File: src/verilog/frc_regs.vh
`ifndef FRC_REGS_VH
`define FRC_REGS_VH

// register addresses
`define FRC_ADDR_W 16
`define FRC_ADDR_CTRL 16'h01b7
`define FRC_ADDR_MODE 16'h01b5
`define FRC_ADDR_SUSP 16'h01b3

// reset values
`define FRC_RST_CTRL 8'h01
`define FRC_RST_MODE 8'h80
`define FRC_RST_SUSP 8'h40

// flash_control_status bits
`define FRC_B_READY 0
`define FRC_B_CRE 1
`define FRC_B_LBE 2
`define FRC_B_STOP 3
`define FRC_B_PERR 6
`define FRC_B_EERR 7

// flash_mode_lock_reg bits
`define FRC_B_MSEL 1
`define FRC_B_LOCK0 5
`define FRC_B_LOCK1 6
`define FRC_B_FIXED1 7

// flash_suspend_reg bits
`define FRC_B_SEN 0
`define FRC_B_ESR 1
`define FRC_B_PSR 2
`define FRC_B_EACT 3
`define FRC_B_PACT 4
`define FRC_B_RPERM 6
`define FRC_B_LPR 7

// software command codes
`define FRC_CMD_READ_ARRAY 8'hff
`define FRC_CMD_READ_STATUS 8'h70
`define FRC_CMD_CLEAR 8'h50
`define FRC_CMD_PROGRAM 8'h40
`define FRC_CMD_ERASE 8'h20
`define FRC_CMD_ERASE_OK 8'hd0

// block number field of a flash address
`define FRC_BLK_MSB 15
`define FRC_BLK_LSB 12

// order of the sequenced bits in the unlock vector
`define FRC_U_CRE 0
`define FRC_U_LBE 1
`define FRC_U_MSEL 2
`define FRC_U_LOCK0 3
`define FRC_U_LOCK1 4
`define FRC_U_SEN 5
`define FRC_U_LPR 6
`define FRC_U_N 7
// value each sequenced bit is written to: 1 except the two locks
`define FRC_U_TARGET 7'h67

`endif

File: src/verilog/frc_unlock.v
`timescale 1ns/1ps
// per bit: armed after a write of the opposite value, so the next write
// of the target value takes; an interrupt in between disarms
module frc_unlock #(
    parameter W = 7
) (
    input wire clk,
    input wire reset_n,
    input wire [W-1:0] wr_en,
    input wire [W-1:0] wbit,
    input wire [W-1:0] target,
    input wire irq_req,
    output wire [W-1:0] armed
);
    reg [W-1:0] arm;
    genvar i;
    generate
        for (i = 0; i < W; i = i + 1) begin : g_bit
            always @(posedge clk or negedge reset_n) begin
                if (!reset_n) begin
                    arm[i] <= 1'b0;
                end else if (wr_en[i]) begin
                    arm[i] <= (wbit[i] != target[i]);
                end else if (irq_req) begin
                    arm[i] <= 1'b0;
                end
            end
        end
    endgenerate
    assign armed = arm;
endmodule // frc_unlock

File: src/verilog/frc_cmd_decode.v
`timescale 1ns/1ps
`include "frc_regs.vh"
module frc_cmd_decode #(
    parameter AW = 16
) (
    input wire clk,
    input wire reset_n,
    input wire enable,
    input wire fw_wr,
    input wire [AW-1:0] fw_addr,
    input wire [7:0] fw_data,
    output reg cmd_program,
    output reg cmd_erase,
    output reg cmd_clear,
    output reg cmd_read_array,
    output reg cmd_read_status,
    output reg [AW-1:0] cmd_addr,
    output reg [7:0] cmd_data
);
    localparam [2:0] ST_IDLE = 3'b001;
    localparam [2:0] ST_PROG2 = 3'b010;
    localparam [2:0] ST_ERASE2 = 3'b100;
    reg [2:0] state;
    reg [AW-1:0] first_addr;

    always @(posedge clk or negedge reset_n) begin
        if (!reset_n) begin
            state <= ST_IDLE;
            first_addr <= {AW{1'b0}};
            cmd_program <= 1'b0;
            cmd_erase <= 1'b0;
            cmd_clear <= 1'b0;
            cmd_read_array <= 1'b0;
            cmd_read_status <= 1'b0;
            cmd_addr <= {AW{1'b0}};
            cmd_data <= 8'h00;
        end else begin
            cmd_program <= 1'b0;
            cmd_erase <= 1'b0;
            cmd_clear <= 1'b0;
            cmd_read_array <= 1'b0;
            cmd_read_status <= 1'b0;
            if (!enable) begin
                state <= ST_IDLE;
            end else if (fw_wr) begin
                case (state)
                    ST_PROG2: begin
                        // a second cycle at another address drops the command
                        cmd_program <= (fw_addr == first_addr);
                        cmd_addr <= fw_addr;
                        cmd_data <= fw_data;
                        state <= ST_IDLE;
                    end
                    ST_ERASE2: begin
                        cmd_erase <= (fw_data == `FRC_CMD_ERASE_OK);
                        cmd_addr <= fw_addr;
                        state <= ST_IDLE;
                    end
                    default: begin
                        first_addr <= fw_addr;
                        if (fw_data == `FRC_CMD_PROGRAM) begin
                            state <= ST_PROG2;
                        end else if (fw_data == `FRC_CMD_ERASE) begin
                            state <= ST_ERASE2;
                        end else begin
                            state <= ST_IDLE;
                        end
                        cmd_clear <= (fw_data == `FRC_CMD_CLEAR);
                        cmd_read_array <= (fw_data == `FRC_CMD_READ_ARRAY);
                        cmd_read_status <= (fw_data == `FRC_CMD_READ_STATUS);
                    end
                endcase
            end
        end
    end
endmodule // frc_cmd_decode

File: src/verilog/frc_ctrl.v
// Decided for this implementation: the strobed register port.
`timescale 1ns/1ps
`include "frc_regs.vh"
// Contract
// - ready flag low while program/erase or suspended
// - commands accepted only with rewrite mode enabled
// - low-block enable 0 ignores block 0/1
// - block 0 needs low-block enable, lock clear
// - block 1 needs low-block enable, lock clear
// - stop bit blocks access, resets, lowers power
// - stop without rewrite mode only sets bit
// - stop/wait without rewrite mode powers flash off
// - program error flag set on failed program
// - erase error flag set on failed erase
// - clear status command clears both error flags
// - mode select 1 means interrupt-driven suspend
// - suspend only while suspend enable is 1
// - erase suspend request by software or interrupt
// - program suspend request by software or interrupt
// - erase-active high from start through suspend
// - program-active high from start through suspend
// - read permission low during running erase
// - low-power read bit reduces read power
// - rewrite enable set by 0-then-1 sequence only
// - low-block enable by sequence, cleared with mode
// - clear status is one write of 50h
// - clearing rewrite mode clears mode select
// - erase suspend request writable only during erase
module frc_ctrl #(
    parameter AW = `FRC_ADDR_W
) (
    input wire clk,
    input wire reset_n,
    input wire [AW-1:0] reg_addr,
    input wire [7:0] reg_wdata,
    input wire reg_wr,
    input wire reg_rd,
    output reg [7:0] reg_rdata,
    input wire fw_wr,
    input wire [AW-1:0] fw_addr,
    input wire [7:0] fw_data,
    input wire irq_req,
    input wire stop_wait_req,
    output reg eng_prog_start,
    output reg eng_erase_start,
    output reg [AW-1:0] eng_addr,
    output reg [7:0] eng_data,
    input wire eng_done,
    input wire eng_error,
    output wire eng_suspend,
    output wire eng_reset,
    output wire flash_low_power,
    output wire flash_access_enable,
    output wire flash_power_on,
    output wire low_power_read,
    output reg read_status_mode
);
    localparam [4:0] ST_IDLE = 5'b00001;
    localparam [4:0] ST_PROG = 5'b00010;
    localparam [4:0] ST_ERASE = 5'b00100;
    localparam [4:0] ST_PSUSP = 5'b01000;
    localparam [4:0] ST_ESUSP = 5'b10000;

    reg [4:0] state;
    reg [4:0] next_state;
    reg cpu_rewrite_enable;
    reg low_block_rewrite_enable;
    reg flash_stop;
    reg program_error_flag;
    reg erase_error_flag;
    reg suspend_mode_select;
    reg block0_write_lock;
    reg block1_write_lock;
    reg suspend_enable;
    reg erase_suspend_request;
    reg program_suspend_request;
    reg low_power_read_enable;

    wire wr_ctrl;
    wire wr_mode;
    wire wr_susp;
    wire stop_eff;
    wire cmd_enable;
    wire cmd_program;
    wire cmd_erase;
    wire cmd_clear;
    wire cmd_read_array;
    wire cmd_read_status;
    wire [AW-1:0] cmd_addr;
    wire [7:0] cmd_data;
    wire [`FRC_BLK_MSB-`FRC_BLK_LSB:0] cmd_block;
    wire block_ok;
    wire start_prog;
    wire start_erase;
    wire erasing;
    wire programming;
    wire ready_busy_flag;
    wire erase_active_flag;
    wire program_active_flag;
    wire read_permission_flag;
    wire interrupt_suspend_mode;
    wire software_suspend_mode;
    wire [`FRC_U_N-1:0] seq_wr;
    wire [`FRC_U_N-1:0] seq_bit;
    wire [`FRC_U_N-1:0] armed;
    wire [7:0] rd_ctrl;
    wire [7:0] rd_mode;
    wire [7:0] rd_susp;

    assign wr_ctrl = reg_wr && (reg_addr == `FRC_ADDR_CTRL);
    assign wr_mode = reg_wr && (reg_addr == `FRC_ADDR_MODE);
    assign wr_susp = reg_wr && (reg_addr == `FRC_ADDR_SUSP);

    // stop only acts while rewrite mode is on
    assign stop_eff = flash_stop && cpu_rewrite_enable;
    assign cmd_enable = cpu_rewrite_enable && !stop_eff;

    assign interrupt_suspend_mode = suspend_mode_select;
    assign software_suspend_mode = !suspend_mode_select;

    assign erasing = (state == ST_ERASE);
    assign programming = (state == ST_PROG);
    assign ready_busy_flag = (state == ST_IDLE);
    assign erase_active_flag = erasing || (state == ST_ESUSP);
    assign program_active_flag = programming || (state == ST_PSUSP);
    assign read_permission_flag = !erasing;

    assign eng_suspend = (state == ST_ESUSP) || (state == ST_PSUSP);
    assign eng_reset = stop_eff;
    assign flash_low_power = stop_eff;
    assign flash_access_enable = !stop_eff;
    // automatic power-down only when rewrite mode is off
    assign flash_power_on = !(stop_wait_req && !cpu_rewrite_enable);
    assign low_power_read = low_power_read_enable;

    // blocks above 1 are always writable; 0 and 1 need the enable and a clear lock
    assign cmd_block = cmd_addr[`FRC_BLK_MSB:`FRC_BLK_LSB];
    assign block_ok = (cmd_block > 1) ||
        (low_block_rewrite_enable && (cmd_block == 0) && !block0_write_lock) ||
        (low_block_rewrite_enable && (cmd_block == 1) && !block1_write_lock);
    assign start_prog = cmd_program && block_ok && ready_busy_flag;
    assign start_erase = cmd_erase && block_ok && ready_busy_flag;

    assign seq_wr[`FRC_U_CRE] = wr_ctrl;
    assign seq_wr[`FRC_U_LBE] = wr_ctrl;
    assign seq_wr[`FRC_U_MSEL] = wr_mode;
    assign seq_wr[`FRC_U_LOCK0] = wr_mode;
    assign seq_wr[`FRC_U_LOCK1] = wr_mode;
    assign seq_wr[`FRC_U_SEN] = wr_susp;
    assign seq_wr[`FRC_U_LPR] = wr_susp;
    assign seq_bit[`FRC_U_CRE] = reg_wdata[`FRC_B_CRE];
    assign seq_bit[`FRC_U_LBE] = reg_wdata[`FRC_B_LBE];
    assign seq_bit[`FRC_U_MSEL] = reg_wdata[`FRC_B_MSEL];
    assign seq_bit[`FRC_U_LOCK0] = reg_wdata[`FRC_B_LOCK0];
    assign seq_bit[`FRC_U_LOCK1] = reg_wdata[`FRC_B_LOCK1];
    assign seq_bit[`FRC_U_SEN] = reg_wdata[`FRC_B_SEN];
    assign seq_bit[`FRC_U_LPR] = reg_wdata[`FRC_B_LPR];

    frc_unlock #(
        .W(`FRC_U_N)
    ) u_unlock (
        .clk(clk),
        .reset_n(reset_n),
        .wr_en(seq_wr),
        .wbit(seq_bit),
        .target(`FRC_U_TARGET),
        .irq_req(irq_req),
        .armed(armed)
    );

    frc_cmd_decode #(
        .AW(AW)
    ) u_decode (
        .clk(clk),
        .reset_n(reset_n),
        .enable(cmd_enable),
        .fw_wr(fw_wr),
        .fw_addr(fw_addr),
        .fw_data(fw_data),
        .cmd_program(cmd_program),
        .cmd_erase(cmd_erase),
        .cmd_clear(cmd_clear),
        .cmd_read_array(cmd_read_array),
        .cmd_read_status(cmd_read_status),
        .cmd_addr(cmd_addr),
        .cmd_data(cmd_data)
    );

    always @* begin
        next_state = state;
        case (state)
            ST_IDLE: begin
                if (start_prog) begin
                    next_state = ST_PROG;
                end else if (start_erase) begin
                    next_state = ST_ERASE;
                end
            end
            ST_PROG: begin
                if (eng_done) begin
                    next_state = ST_IDLE;
                end else if (program_suspend_request) begin
                    next_state = ST_PSUSP;
                end
            end
            ST_ERASE: begin
                if (eng_done) begin
                    next_state = ST_IDLE;
                end else if (erase_suspend_request) begin
                    next_state = ST_ESUSP;
                end
            end
            ST_PSUSP: begin
                if (!program_suspend_request) begin
                    next_state = ST_PROG;
                end
            end
            ST_ESUSP: begin
                if (!erase_suspend_request) begin
                    next_state = ST_ERASE;
                end
            end
            default: begin
                next_state = ST_IDLE;
            end
        endcase
        if (stop_eff) begin
            next_state = ST_IDLE;
        end
    end

    always @(posedge clk or negedge reset_n) begin
        if (!reset_n) begin
            state <= ST_IDLE;
            eng_prog_start <= 1'b0;
            eng_erase_start <= 1'b0;
            eng_addr <= {AW{1'b0}};
            eng_data <= 8'h00;
            read_status_mode <= 1'b0;
        end else begin
            state <= next_state;
            eng_prog_start <= start_prog && !stop_eff;
            eng_erase_start <= start_erase && !stop_eff;
            if (start_prog || start_erase) begin
                eng_addr <= cmd_addr;
                eng_data <= cmd_data;
            end
            // interrupt-driven mode has no status read; it returns to array reads
            if (stop_eff || cmd_read_array) begin
                read_status_mode <= 1'b0;
            end else if (cmd_read_status && software_suspend_mode) begin
                read_status_mode <= 1'b1;
            end else if ((start_prog || start_erase)) begin
                read_status_mode <= software_suspend_mode;
            end
        end
    end

    // error flags: a failing completion wins over a clear in the same cycle
    always @(posedge clk or negedge reset_n) begin
        if (!reset_n) begin
            program_error_flag <= 1'b0;
            erase_error_flag <= 1'b0;
        end else begin
            if (programming && eng_done && eng_error) begin
                program_error_flag <= 1'b1;
            end else if (cmd_clear) begin
                program_error_flag <= 1'b0;
            end
            if (erasing && eng_done && eng_error) begin
                erase_error_flag <= 1'b1;
            end else if (cmd_clear) begin
                erase_error_flag <= 1'b0;
            end
        end
    end

    // flash_control_status and flash_mode_lock_reg writable bits
    always @(posedge clk or negedge reset_n) begin
        if (!reset_n) begin
            cpu_rewrite_enable <= 1'b0;
            low_block_rewrite_enable <= 1'b0;
            flash_stop <= 1'b0;
            suspend_mode_select <= 1'b0;
            block0_write_lock <= 1'b0;
            block1_write_lock <= 1'b0;
        end else begin
            if (wr_ctrl) begin
                flash_stop <= reg_wdata[`FRC_B_STOP];
                if (!reg_wdata[`FRC_B_CRE]) begin
                    cpu_rewrite_enable <= 1'b0;
                end else if (armed[`FRC_U_CRE]) begin
                    cpu_rewrite_enable <= 1'b1;
                end
                if (!reg_wdata[`FRC_B_LBE]) begin
                    low_block_rewrite_enable <= 1'b0;
                end else if (armed[`FRC_U_LBE] && cpu_rewrite_enable) begin
                    low_block_rewrite_enable <= 1'b1;
                end
            end
            if (wr_mode) begin
                if (!reg_wdata[`FRC_B_MSEL]) begin
                    suspend_mode_select <= 1'b0;
                end else if (armed[`FRC_U_MSEL] && cpu_rewrite_enable) begin
                    suspend_mode_select <= 1'b1;
                end
                if (cpu_rewrite_enable) begin
                    if (reg_wdata[`FRC_B_LOCK0]) begin
                        block0_write_lock <= 1'b1;
                    end else if (armed[`FRC_U_LOCK0]) begin
                        block0_write_lock <= 1'b0;
                    end
                    if (reg_wdata[`FRC_B_LOCK1]) begin
                        block1_write_lock <= 1'b1;
                    end else if (armed[`FRC_U_LOCK1]) begin
                        block1_write_lock <= 1'b0;
                    end
                end
            end
            // leaving rewrite mode drops the dependent bits
            if (wr_ctrl && !reg_wdata[`FRC_B_CRE]) begin
                low_block_rewrite_enable <= 1'b0;
                suspend_mode_select <= 1'b0;
                block0_write_lock <= 1'b0;
                block1_write_lock <= 1'b0;
            end
        end
    end

    // flash_suspend_reg: requests exist only during their own operation
    always @(posedge clk or negedge reset_n) begin
        if (!reset_n) begin
            suspend_enable <= 1'b0;
            low_power_read_enable <= 1'b0;
            erase_suspend_request <= 1'b0;
            program_suspend_request <= 1'b0;
        end else begin
            if (wr_susp) begin
                if (!reg_wdata[`FRC_B_SEN]) begin
                    suspend_enable <= 1'b0;
                end else if (armed[`FRC_U_SEN]) begin
                    suspend_enable <= 1'b1;
                end
                if (!reg_wdata[`FRC_B_LPR]) begin
                    low_power_read_enable <= 1'b0;
                end else if (armed[`FRC_U_LPR]) begin
                    low_power_read_enable <= 1'b1;
                end
            end
            if (!suspend_enable || !erase_active_flag || stop_eff) begin
                erase_suspend_request <= 1'b0;
            end else if (interrupt_suspend_mode && irq_req && erasing) begin
                erase_suspend_request <= 1'b1;
            end else if (wr_susp) begin
                // software may only clear it in interrupt-driven mode
                erase_suspend_request <= reg_wdata[`FRC_B_ESR] &&
                    (software_suspend_mode || erase_suspend_request);
            end
            if (!suspend_enable || !program_active_flag || stop_eff) begin
                program_suspend_request <= 1'b0;
            end else if (interrupt_suspend_mode && irq_req && programming) begin
                program_suspend_request <= 1'b1;
            end else if (wr_susp) begin
                program_suspend_request <= reg_wdata[`FRC_B_PSR] &&
                    (software_suspend_mode || program_suspend_request);
            end
        end
    end

    assign rd_ctrl = {erase_error_flag, program_error_flag, 2'b00, flash_stop,
        low_block_rewrite_enable, cpu_rewrite_enable, ready_busy_flag};
    assign rd_mode = {1'b1, block1_write_lock, block0_write_lock, 3'b000,
        suspend_mode_select, 1'b0};
    assign rd_susp = {low_power_read_enable, read_permission_flag, 1'b0,
        program_active_flag, erase_active_flag, program_suspend_request,
        erase_suspend_request, suspend_enable};

    always @(posedge clk or negedge reset_n) begin
        if (!reset_n) begin
            reg_rdata <= 8'h00;
        end else if (reg_rd) begin
            if (reg_addr == `FRC_ADDR_CTRL) begin
                reg_rdata <= rd_ctrl;
            end else if (reg_addr == `FRC_ADDR_MODE) begin
                reg_rdata <= rd_mode;
            end else if (reg_addr == `FRC_ADDR_SUSP) begin
                reg_rdata <= rd_susp;
            end else begin
                reg_rdata <= 8'h00;
            end
        end else begin
            reg_rdata <= 8'h00;
        end
    end
endmodule // frc_ctrl

File: config.mk
export PLATFORM = sky130hd
export DESIGN_NAME = frc_ctrl
export DESIGN_NICKNAME = d
export VERILOG_FILES = /design/src/verilog/frc_unlock.v /design/src/verilog/frc_cmd_decode.v /design/src/verilog/frc_ctrl.v
export VERILOG_INCLUDE_DIRS = /design/src /design/src/verilog
export SDC_FILE = /design/constraint.sdc
export NUM_CORES = 1
export LEC_CHECK = 0
export ABC_AREA = 1
export BUFFER_PORTS_ARGS = -buffer_cell sky130_fd_sc_hd__clkbuf_2
export CAP_MARGIN = 5
export CELL_PAD_IN_SITES_DETAIL_PLACEMENT = 0
export CELL_PAD_IN_SITES_GLOBAL_PLACEMENT = 2
export CORE_ASPECT_RATIO = 0.9
export CORE_MARGIN = 2
export CORE_UTILIZATION = 35
export DETAILED_ROUTE_END_ITERATION = 10
export PLACE_DENSITY_LB_ADDON = 0.25
export SYNTH_ARGS = -nofsm -noshare
export SYNTH_HDL_FRONTEND = slang
export SYNTH_HIERARCHICAL = 1
export SYNTH_SLANG_ARGS = --single-unit
File: constraint.sdc
create_clock -name clk -period 2.4 [get_ports clk]
set_input_delay 0.12 -clock clk [delete_from_list [all_inputs] [get_ports clk]]
set_output_delay 0.12 -clock clk [all_outputs]
set_load 0.03 [all_outputs]
After elaboration in Yosys (flattened, before gate mapping)
Cells that the tools add are included.
W data, S select, Z words.

cells by class
  order comparisons = 1
  equality and inequality tests = 29
  mux-type cells = 78
  bitwise logic cells = 5
  reduce and logical (&&, ||, !) cells = 79

operator list
  operator               count
  $mux W1                59
  $eq A16 B9 Y1 const B  3
  $mux W5                9
  $mux W8                4
  $logic_and A1 B1 Y1    29
  $pmux W5 S5            1
  $eq A8 B7 Y1 const B   3
  $eq A16 B16 Y1         1
  $eq A8 B8 Y1 const B   2
  $reduce_bool A2 Y1     8
  $mux W3                5
  $reduce_and A3 Y1      5
  $reduce_bool A3 Y1     5
  $logic_or A1 B1 Y1     13
  $ne A4 B4 Y1 const B   3
  $logic_not A1 Y1       11
  $reduce_and A2 Y1      5
  $eq A8 B6 Y1 const B   1
  $ne A2 B1 Y1 const B   3
  $ne A3 B1 Y1 const B   2
  $ne A3 B3 Y1 const B   2
  $eq A5 B1 Y1 const B   1
  $eq A5 B2 Y1 const B   1
  $eq A5 B3 Y1 const B   1
  11 further kinds       15

storage, ports and cells
  flip-flop bits (word level) = 107
  output and inout port bits = 41
  logic and storage cells = 227

Longest topological paths before layout
  word-level depth = 11
  mapped depth = 11
  gate-level depth less buffers = 11

Modules after synthesis
The synthesis kept the hierarchy.

by module, submodules not included
  module          instances  cells an instance  area an instance (µm²)
  frc_ctrl        1          367                2,756.4
  frc_cmd_decode  1          253                2,343.5
  frc_unlock      1          63                 394.1

Worst setup path before layout
Ideal clock, no wire load.

  path type = reg2reg
  from = register cpu_rewrite_enable
  to = register read_status_mode
  setup time = 0.126 ns
  data arrival time = 1.276 ns
  data required time = 2.274 ns
  slack = 0.998 ns
  cell stages (with the launch flop) = 7
  period minus slack after synthesis = 1.402 ns
  cell sequence = dfrtp_1 nand2_2 inv_1 nor2_1 nand3_1 nand3_1 o21ai_0

on the way
  cells in the longest elaborated chain, start to end = 3
  elaborated cells on any way between the ends = 4
  those cells by class = mux (1); reduce/logical (3)

RTL lines
  what                                                                   RTL line        source
  start, declared                                                        frc_ctrl.v:66   reg cpu_rewrite_enable;
  start signal, assigned                                                 frc_ctrl.v:281  cpu_rewrite_enable <= 1'b0;
  start signal, assigned                                                 frc_ctrl.v:291  cpu_rewrite_enable <= 1'b0;
  start signal, assigned                                                 frc_ctrl.v:293  cpu_rewrite_enable <= 1'b1;
  $logic_and A1 B1 Y1 *                                                  frc_ctrl.v:115  assign stop_eff = flash_stop && cpu_rewrite_enable;
  named net eng_reset                                                    frc_ctrl.v:51   output wire eng_reset,
  $logic_or A1 B1 Y1 *                                                   frc_ctrl.v:249  if (stop_eff || cmd_read_array) begin
  $reduce_bool A3 Y1 (no source line) / $mux W1 (equally long branches)  -
  end signal, assigned                                                   frc_ctrl.v:254  read_status_mode <= software_suspend_mode;
  end, declared                                                          frc_ctrl.v:56   output reg read_status_mode

The timed path passes the listed nets; every way through them passes the cells marked *.
A chain may end at the register's enable or synchronous reset.

Worst setup path in the final report
  from = register cpu_rewrite_enable
  to = register u_decode.first_addr[1]

on the way
  cells in the longest elaborated chain, start to end = 4

RTL lines
  what                                  RTL line             source
  $logic_and A1 B1 Y1                   frc_ctrl.v:115
  $logic_not A1 Y1                      frc_ctrl.v:116       assign cmd_enable = cpu_rewrite_enable && !stop_eff;
  $logic_and A1 B1 Y1 *                 frc_ctrl.v:116
  named net cmd_enable                  frc_ctrl.v:83        wire cmd_enable;
  $reduce_and A3 Y1 (no source line) *  -
  end signal, assigned                  frc_cmd_decode.v:29  first_addr <= {AW{1'b0}};
  end signal, assigned                  frc_cmd_decode.v:60  first_addr <= fw_addr;
  end, declared                         frc_cmd_decode.v:24  reg [AW-1:0] first_addr;

Marked as above.

==> implementation parameters <==
Parameter                              Value

Run status
  Status    finished clean

Synthesis
  Post-synthesis instance total    683
  Synthesized area divided by synthesized cell count    8.04 sq um
  Synthesized-area fraction occupied by adder cells    0%
  Most used DFF post-synth    sky130_fd_sc_hd__dfrtp_1
  #FFs+latches synth    107
  Sequential fraction of the synthesis area    48.8%
  Post-synthesis simple-gate area fraction    28.5%
  Share of flip-flops with an asynchronous set or reset    100%
  Cell area after synthesis    5490 sq um
  Dominant combinational cell family by area after synthesis    simple AND/OR/NAND/NOR gates
  Most repeated cell in the gate-level netlist after synthesis    sky130_fd_sc_hd__nand2_1
  Multiplexer fraction of the synthesized cell area    0%
  EDFF count, synth    0
  Distinct cells, synth    37
  Number of warnings reported in the yosys synthesis log    6
  Synthesized-area fraction occupied by ao, oa, aoi and oai cells    11.0%
  Synth area leader    sky130_fd_sc_hd__dfrtp_1
  Area share of the largest cell type after synthesis    47.8%
  Parity-gate share of the synthesized area counting xor and xnor cells    1.28%
  Cells taking the most area after synthesis    sky130_fd_sc_hd__dfrtp_1 (48%), sky130_fd_sc_hd__nand2_1 (12%), sky130_fd_sc_hd__inv_1 (7.3%)
  Most frequent cells after synthesis    sky130_fd_sc_hd__nand2_1 (175), sky130_fd_sc_hd__inv_1 (107), sky130_fd_sc_hd__dfrtp_1 (105)

Worst hold path
  Min-delay src    fw_data[2]
  Path type of the worst min-delay path    in -> reg
  Number of cells on the worst hold path    3

GRT
  Global route total overflow    0
  Maximum number of pins on one net before global-route repair    45
  Global-route total usage across every layer    16.6%
  Initial antenna violation count    0
  Vias in the first global route    4260
  First-pass GRT wire length    21500 um

Route
  Vias    4488
  Residual antenna-violating net count after detailed routing    0
  Number of design rule violations left after detail routing    0
  Aggregate routed wire length    13000 um
  Vias per cell    4.48
  Number of DRC violations after detailed-routing iteration 0    282
  Average detailed-routed wire length per instance    13.0 um
  Count of TritonRoute iterations in the first routing pass    5

Place
  Detailed placement HPWL    9970 um
  Placed instance area    6200 sq um
  Port bufs    96
  Final Wtd Congestion    0.870

Clock network
  Number of clock sinks    107
  Cts hold-fix bufs    1
  TritonCTS clock tree    built
  Worst skew pair latency    0.35 ns
  Total of cells resized after clock tree synthesis    0
  Root buffer cell    sky130_fd_sc_hd__clkbuf_16
  Post-CTS repair timing setup buffer count    0
  Inserted Clock Buffers    9
  Register clock-pin slew on the reported worst setup and hold paths    0.07 ns
  Largest buffer count on any clock path    2
  Number of H-tree levels    3

Worst setup path
  Data arrival at the endpoint of the critical path    2.03 ns
  R2R cell count    7
  Max FO, Critical Path    35
  Element type at the critical path end    register
  Crit path max-delay cell type    sky130_fd_sc_hd__dfrtp_1
  Launch point of the critical path    cpu_rewrite_enable$_DFFE_PN0P_
  Critical path startpoint category    register
  Biggest cell delay along the critical path    0.43 ns
  Critical path, cell by cell    inv_1 -> nor2_1 -> nand2_2 -> inv_4 -> nand3_4 -> nand2_1 -> o21ai_2
  Start-to-end type of the worst setup path    reg -> reg
  Flop-to-flop setup slack    0.60 ns
  Worst reg2reg startpoint    cpu_rewrite_enable$_DFFE_PN0P_
  Endpoint required time on the critical path    2.63 ns

Cells and area
  Area growth from synthesis to layout    18.7%
  Ant diodes    0
  Total Nets Final    851
  Final standard cell area without fillers    6520 sq um
  Ratio of cells with drive above 1 in the final layout    24.5%

Run
  Reported max-cap violation count    0

Timing
  FMAX    554 MHz
  Total Neg Setup Slack    0 ns
  Setup repair after global routing missed its margin    false
  Max-slew violation count    0
  Number of endpoints failing setup at the final stage    0
  Tightest hold margin    0.0143 ns
  Clock skew after layout    0.00811 ns
  Min Clock Period, post-route    1.80 ns
  Final-report hold violation count    0
  Slew Limit Headroom    50.1%
  Fraction of the cycle the final worst path needs    75.2%
  Pin slew with the least headroom to its limit    0.744 ns

Power
  Static Leak    3.40 nW
  Highest ir drop seen on vdd    0.380 mV
  Power per standard cell area    542 nW/um^2

Floorplanning
  Initial Util    35.7%
  # IOs    98
  Die extent in y    123 um
  Rows    43
  Horizontal die dimension    136 um
  Die Footprint    16700 sq um
  Core area    15400 sq um
-- power by group --
part           internal (W)  switching (W)  total [W]
registers           0.00180    0.000000532    0.00180
logic             0.0000669       0.000136   0.000203
clock network      0.000851       0.000679    0.00153
total               0.00272       0.000815    0.00354
-- per-stage QoR --
stage / power (W) / cells / setup WS, ns / utilization [%]
finish: 0.00354 / 1001 / 0.596 / 42.4
global route: 0.00371 / 1001 / 0.356 / 42.4
CTS: 0.00360 / 1001 / 0.559 / 42.4
detailed placement: 0.00204 / 984 / 0.579 / 40.3
global placement: 0.00204 / 984 / 0.604 / 40.3
floorplan: 0.00191 / 695 / 0.998 / -
-- layout make-up --
class	instances	area [sq um]
sequential	107	2680
multi-input combinational	455	2290
tap	202	253
timing repair buffer	101	536
fill	1627	8870
clock inverter	4	57.6
inverter	120	453
clock buffer	12	246
-- critical path: cells and delay by family, from the launching register on --
| kind | cells | cell delay, ns |
|---|---|---|
| and+or+nand+nor | 4 | 0.93 |
| DFF | 1 | 0.43 |
| buffers and inverters | 2 | 0.25 |
| AOI/OAI and AO/OA | 1 | 0.07 |
-- placed cells by master (no fill, tap or decap), types with 2 or more instances in the layout --
master	netlist	final
sky130_fd_sc_hd__nand2_1	175	175
sky130_fd_sc_hd__inv_1	107	107
sky130_fd_sc_hd__dfrtp_1	105	105
sky130_fd_sc_hd__clkbuf_2	0	95
sky130_fd_sc_hd__nor2_1	64	64
sky130_fd_sc_hd__nand3_1	35	35
sky130_fd_sc_hd__o21ai_2	28	28
sky130_fd_sc_hd__o21ai_0	25	25
sky130_fd_sc_hd__o21ai_1	20	20
sky130_fd_sc_hd__nand2_2	19	19
sky130_fd_sc_hd__a21oi_1	15	15
sky130_fd_sc_hd__conb_1	2	14
sky130_fd_sc_hd__nand4_1	13	13
sky130_fd_sc_hd__inv_2	12	12
sky130_fd_sc_hd__nor3_1	9	9
sky130_fd_sc_hd__clkbuf_16	0	9
sky130_fd_sc_hd__nand3b_1	5	5
sky130_fd_sc_hd__nor2_2	4	4
sky130_fd_sc_hd__buf_4	2	4
sky130_fd_sc_hd__xor2_1	4	4
sky130_fd_sc_hd__xnor2_1	4	4
sky130_fd_sc_hd__nor2_4	3	3
sky130_fd_sc_hd__nand3_2	3	3
sky130_fd_sc_hd__and2_1	2	2
sky130_fd_sc_hd__nor4_1	2	2
sky130_fd_sc_hd__clkbuf_1	1	2
sky130_fd_sc_hd__dfstp_2	2	2
sky130_fd_sc_hd__nand3_4	2	2
sky130_fd_sc_hd__a21oi_2	2	2
-- state kept, by name (all words and copies together) (netlist names), 3 cells and up --
signal,cells
u_decode/cmd_addr,16
u_decode/state,3
eng_addr,16
u_decode/first_addr,16
state,5
reg_rdata,8
u_decode/cmd_data,8
eng_data,8
u_unlock/armed,7
-- path summary, 6_finish.rpt --
check | end
worst max-delay path | u_decode/first_addr[1]$_DFFE_PN0P_
worst min-delay path | u_decode/cmd_data[2]$_DFFE_PN0P_
worst max register to register | u_decode/first_addr[1]$_DFFE_PN0P_
worst min register to register | program_error_flag$_DFFE_PN0P_
max in group asynchronous | u_decode/first_addr[9]$_DFFE_PN0P_
min in group asynchronous | u_decode/cmd_addr[4]$_DFFE_PN0P_
-- layer usage --
| metal | wire [um] | global-route usage [%] | vias to the layer above |
|---|---|---|---|
| li1 | - | - | 2330 |
| met1 | 6790 | 25.1 | 2054 |
| met2 | 5510 | 24.4 | 88 |
| met3 | 572 | 2.85 | 16 |
| met4 | 164 | 4.88 | 0 |
| met5 | 0 | 0 | - |
-- cells by family (layout without fill, tap and decap cells) --
family                    count (synthesis)  count (layout)
DFF                                     107             107
buffers and inverters                   133             237
other                                     2              14
and+or+nand+nor                         340             340
xor gates and xnor gates                  8               8
AOI/OAI and AO/OA                        93              93
No activity file was read; power rests on OpenSTA's default activity.
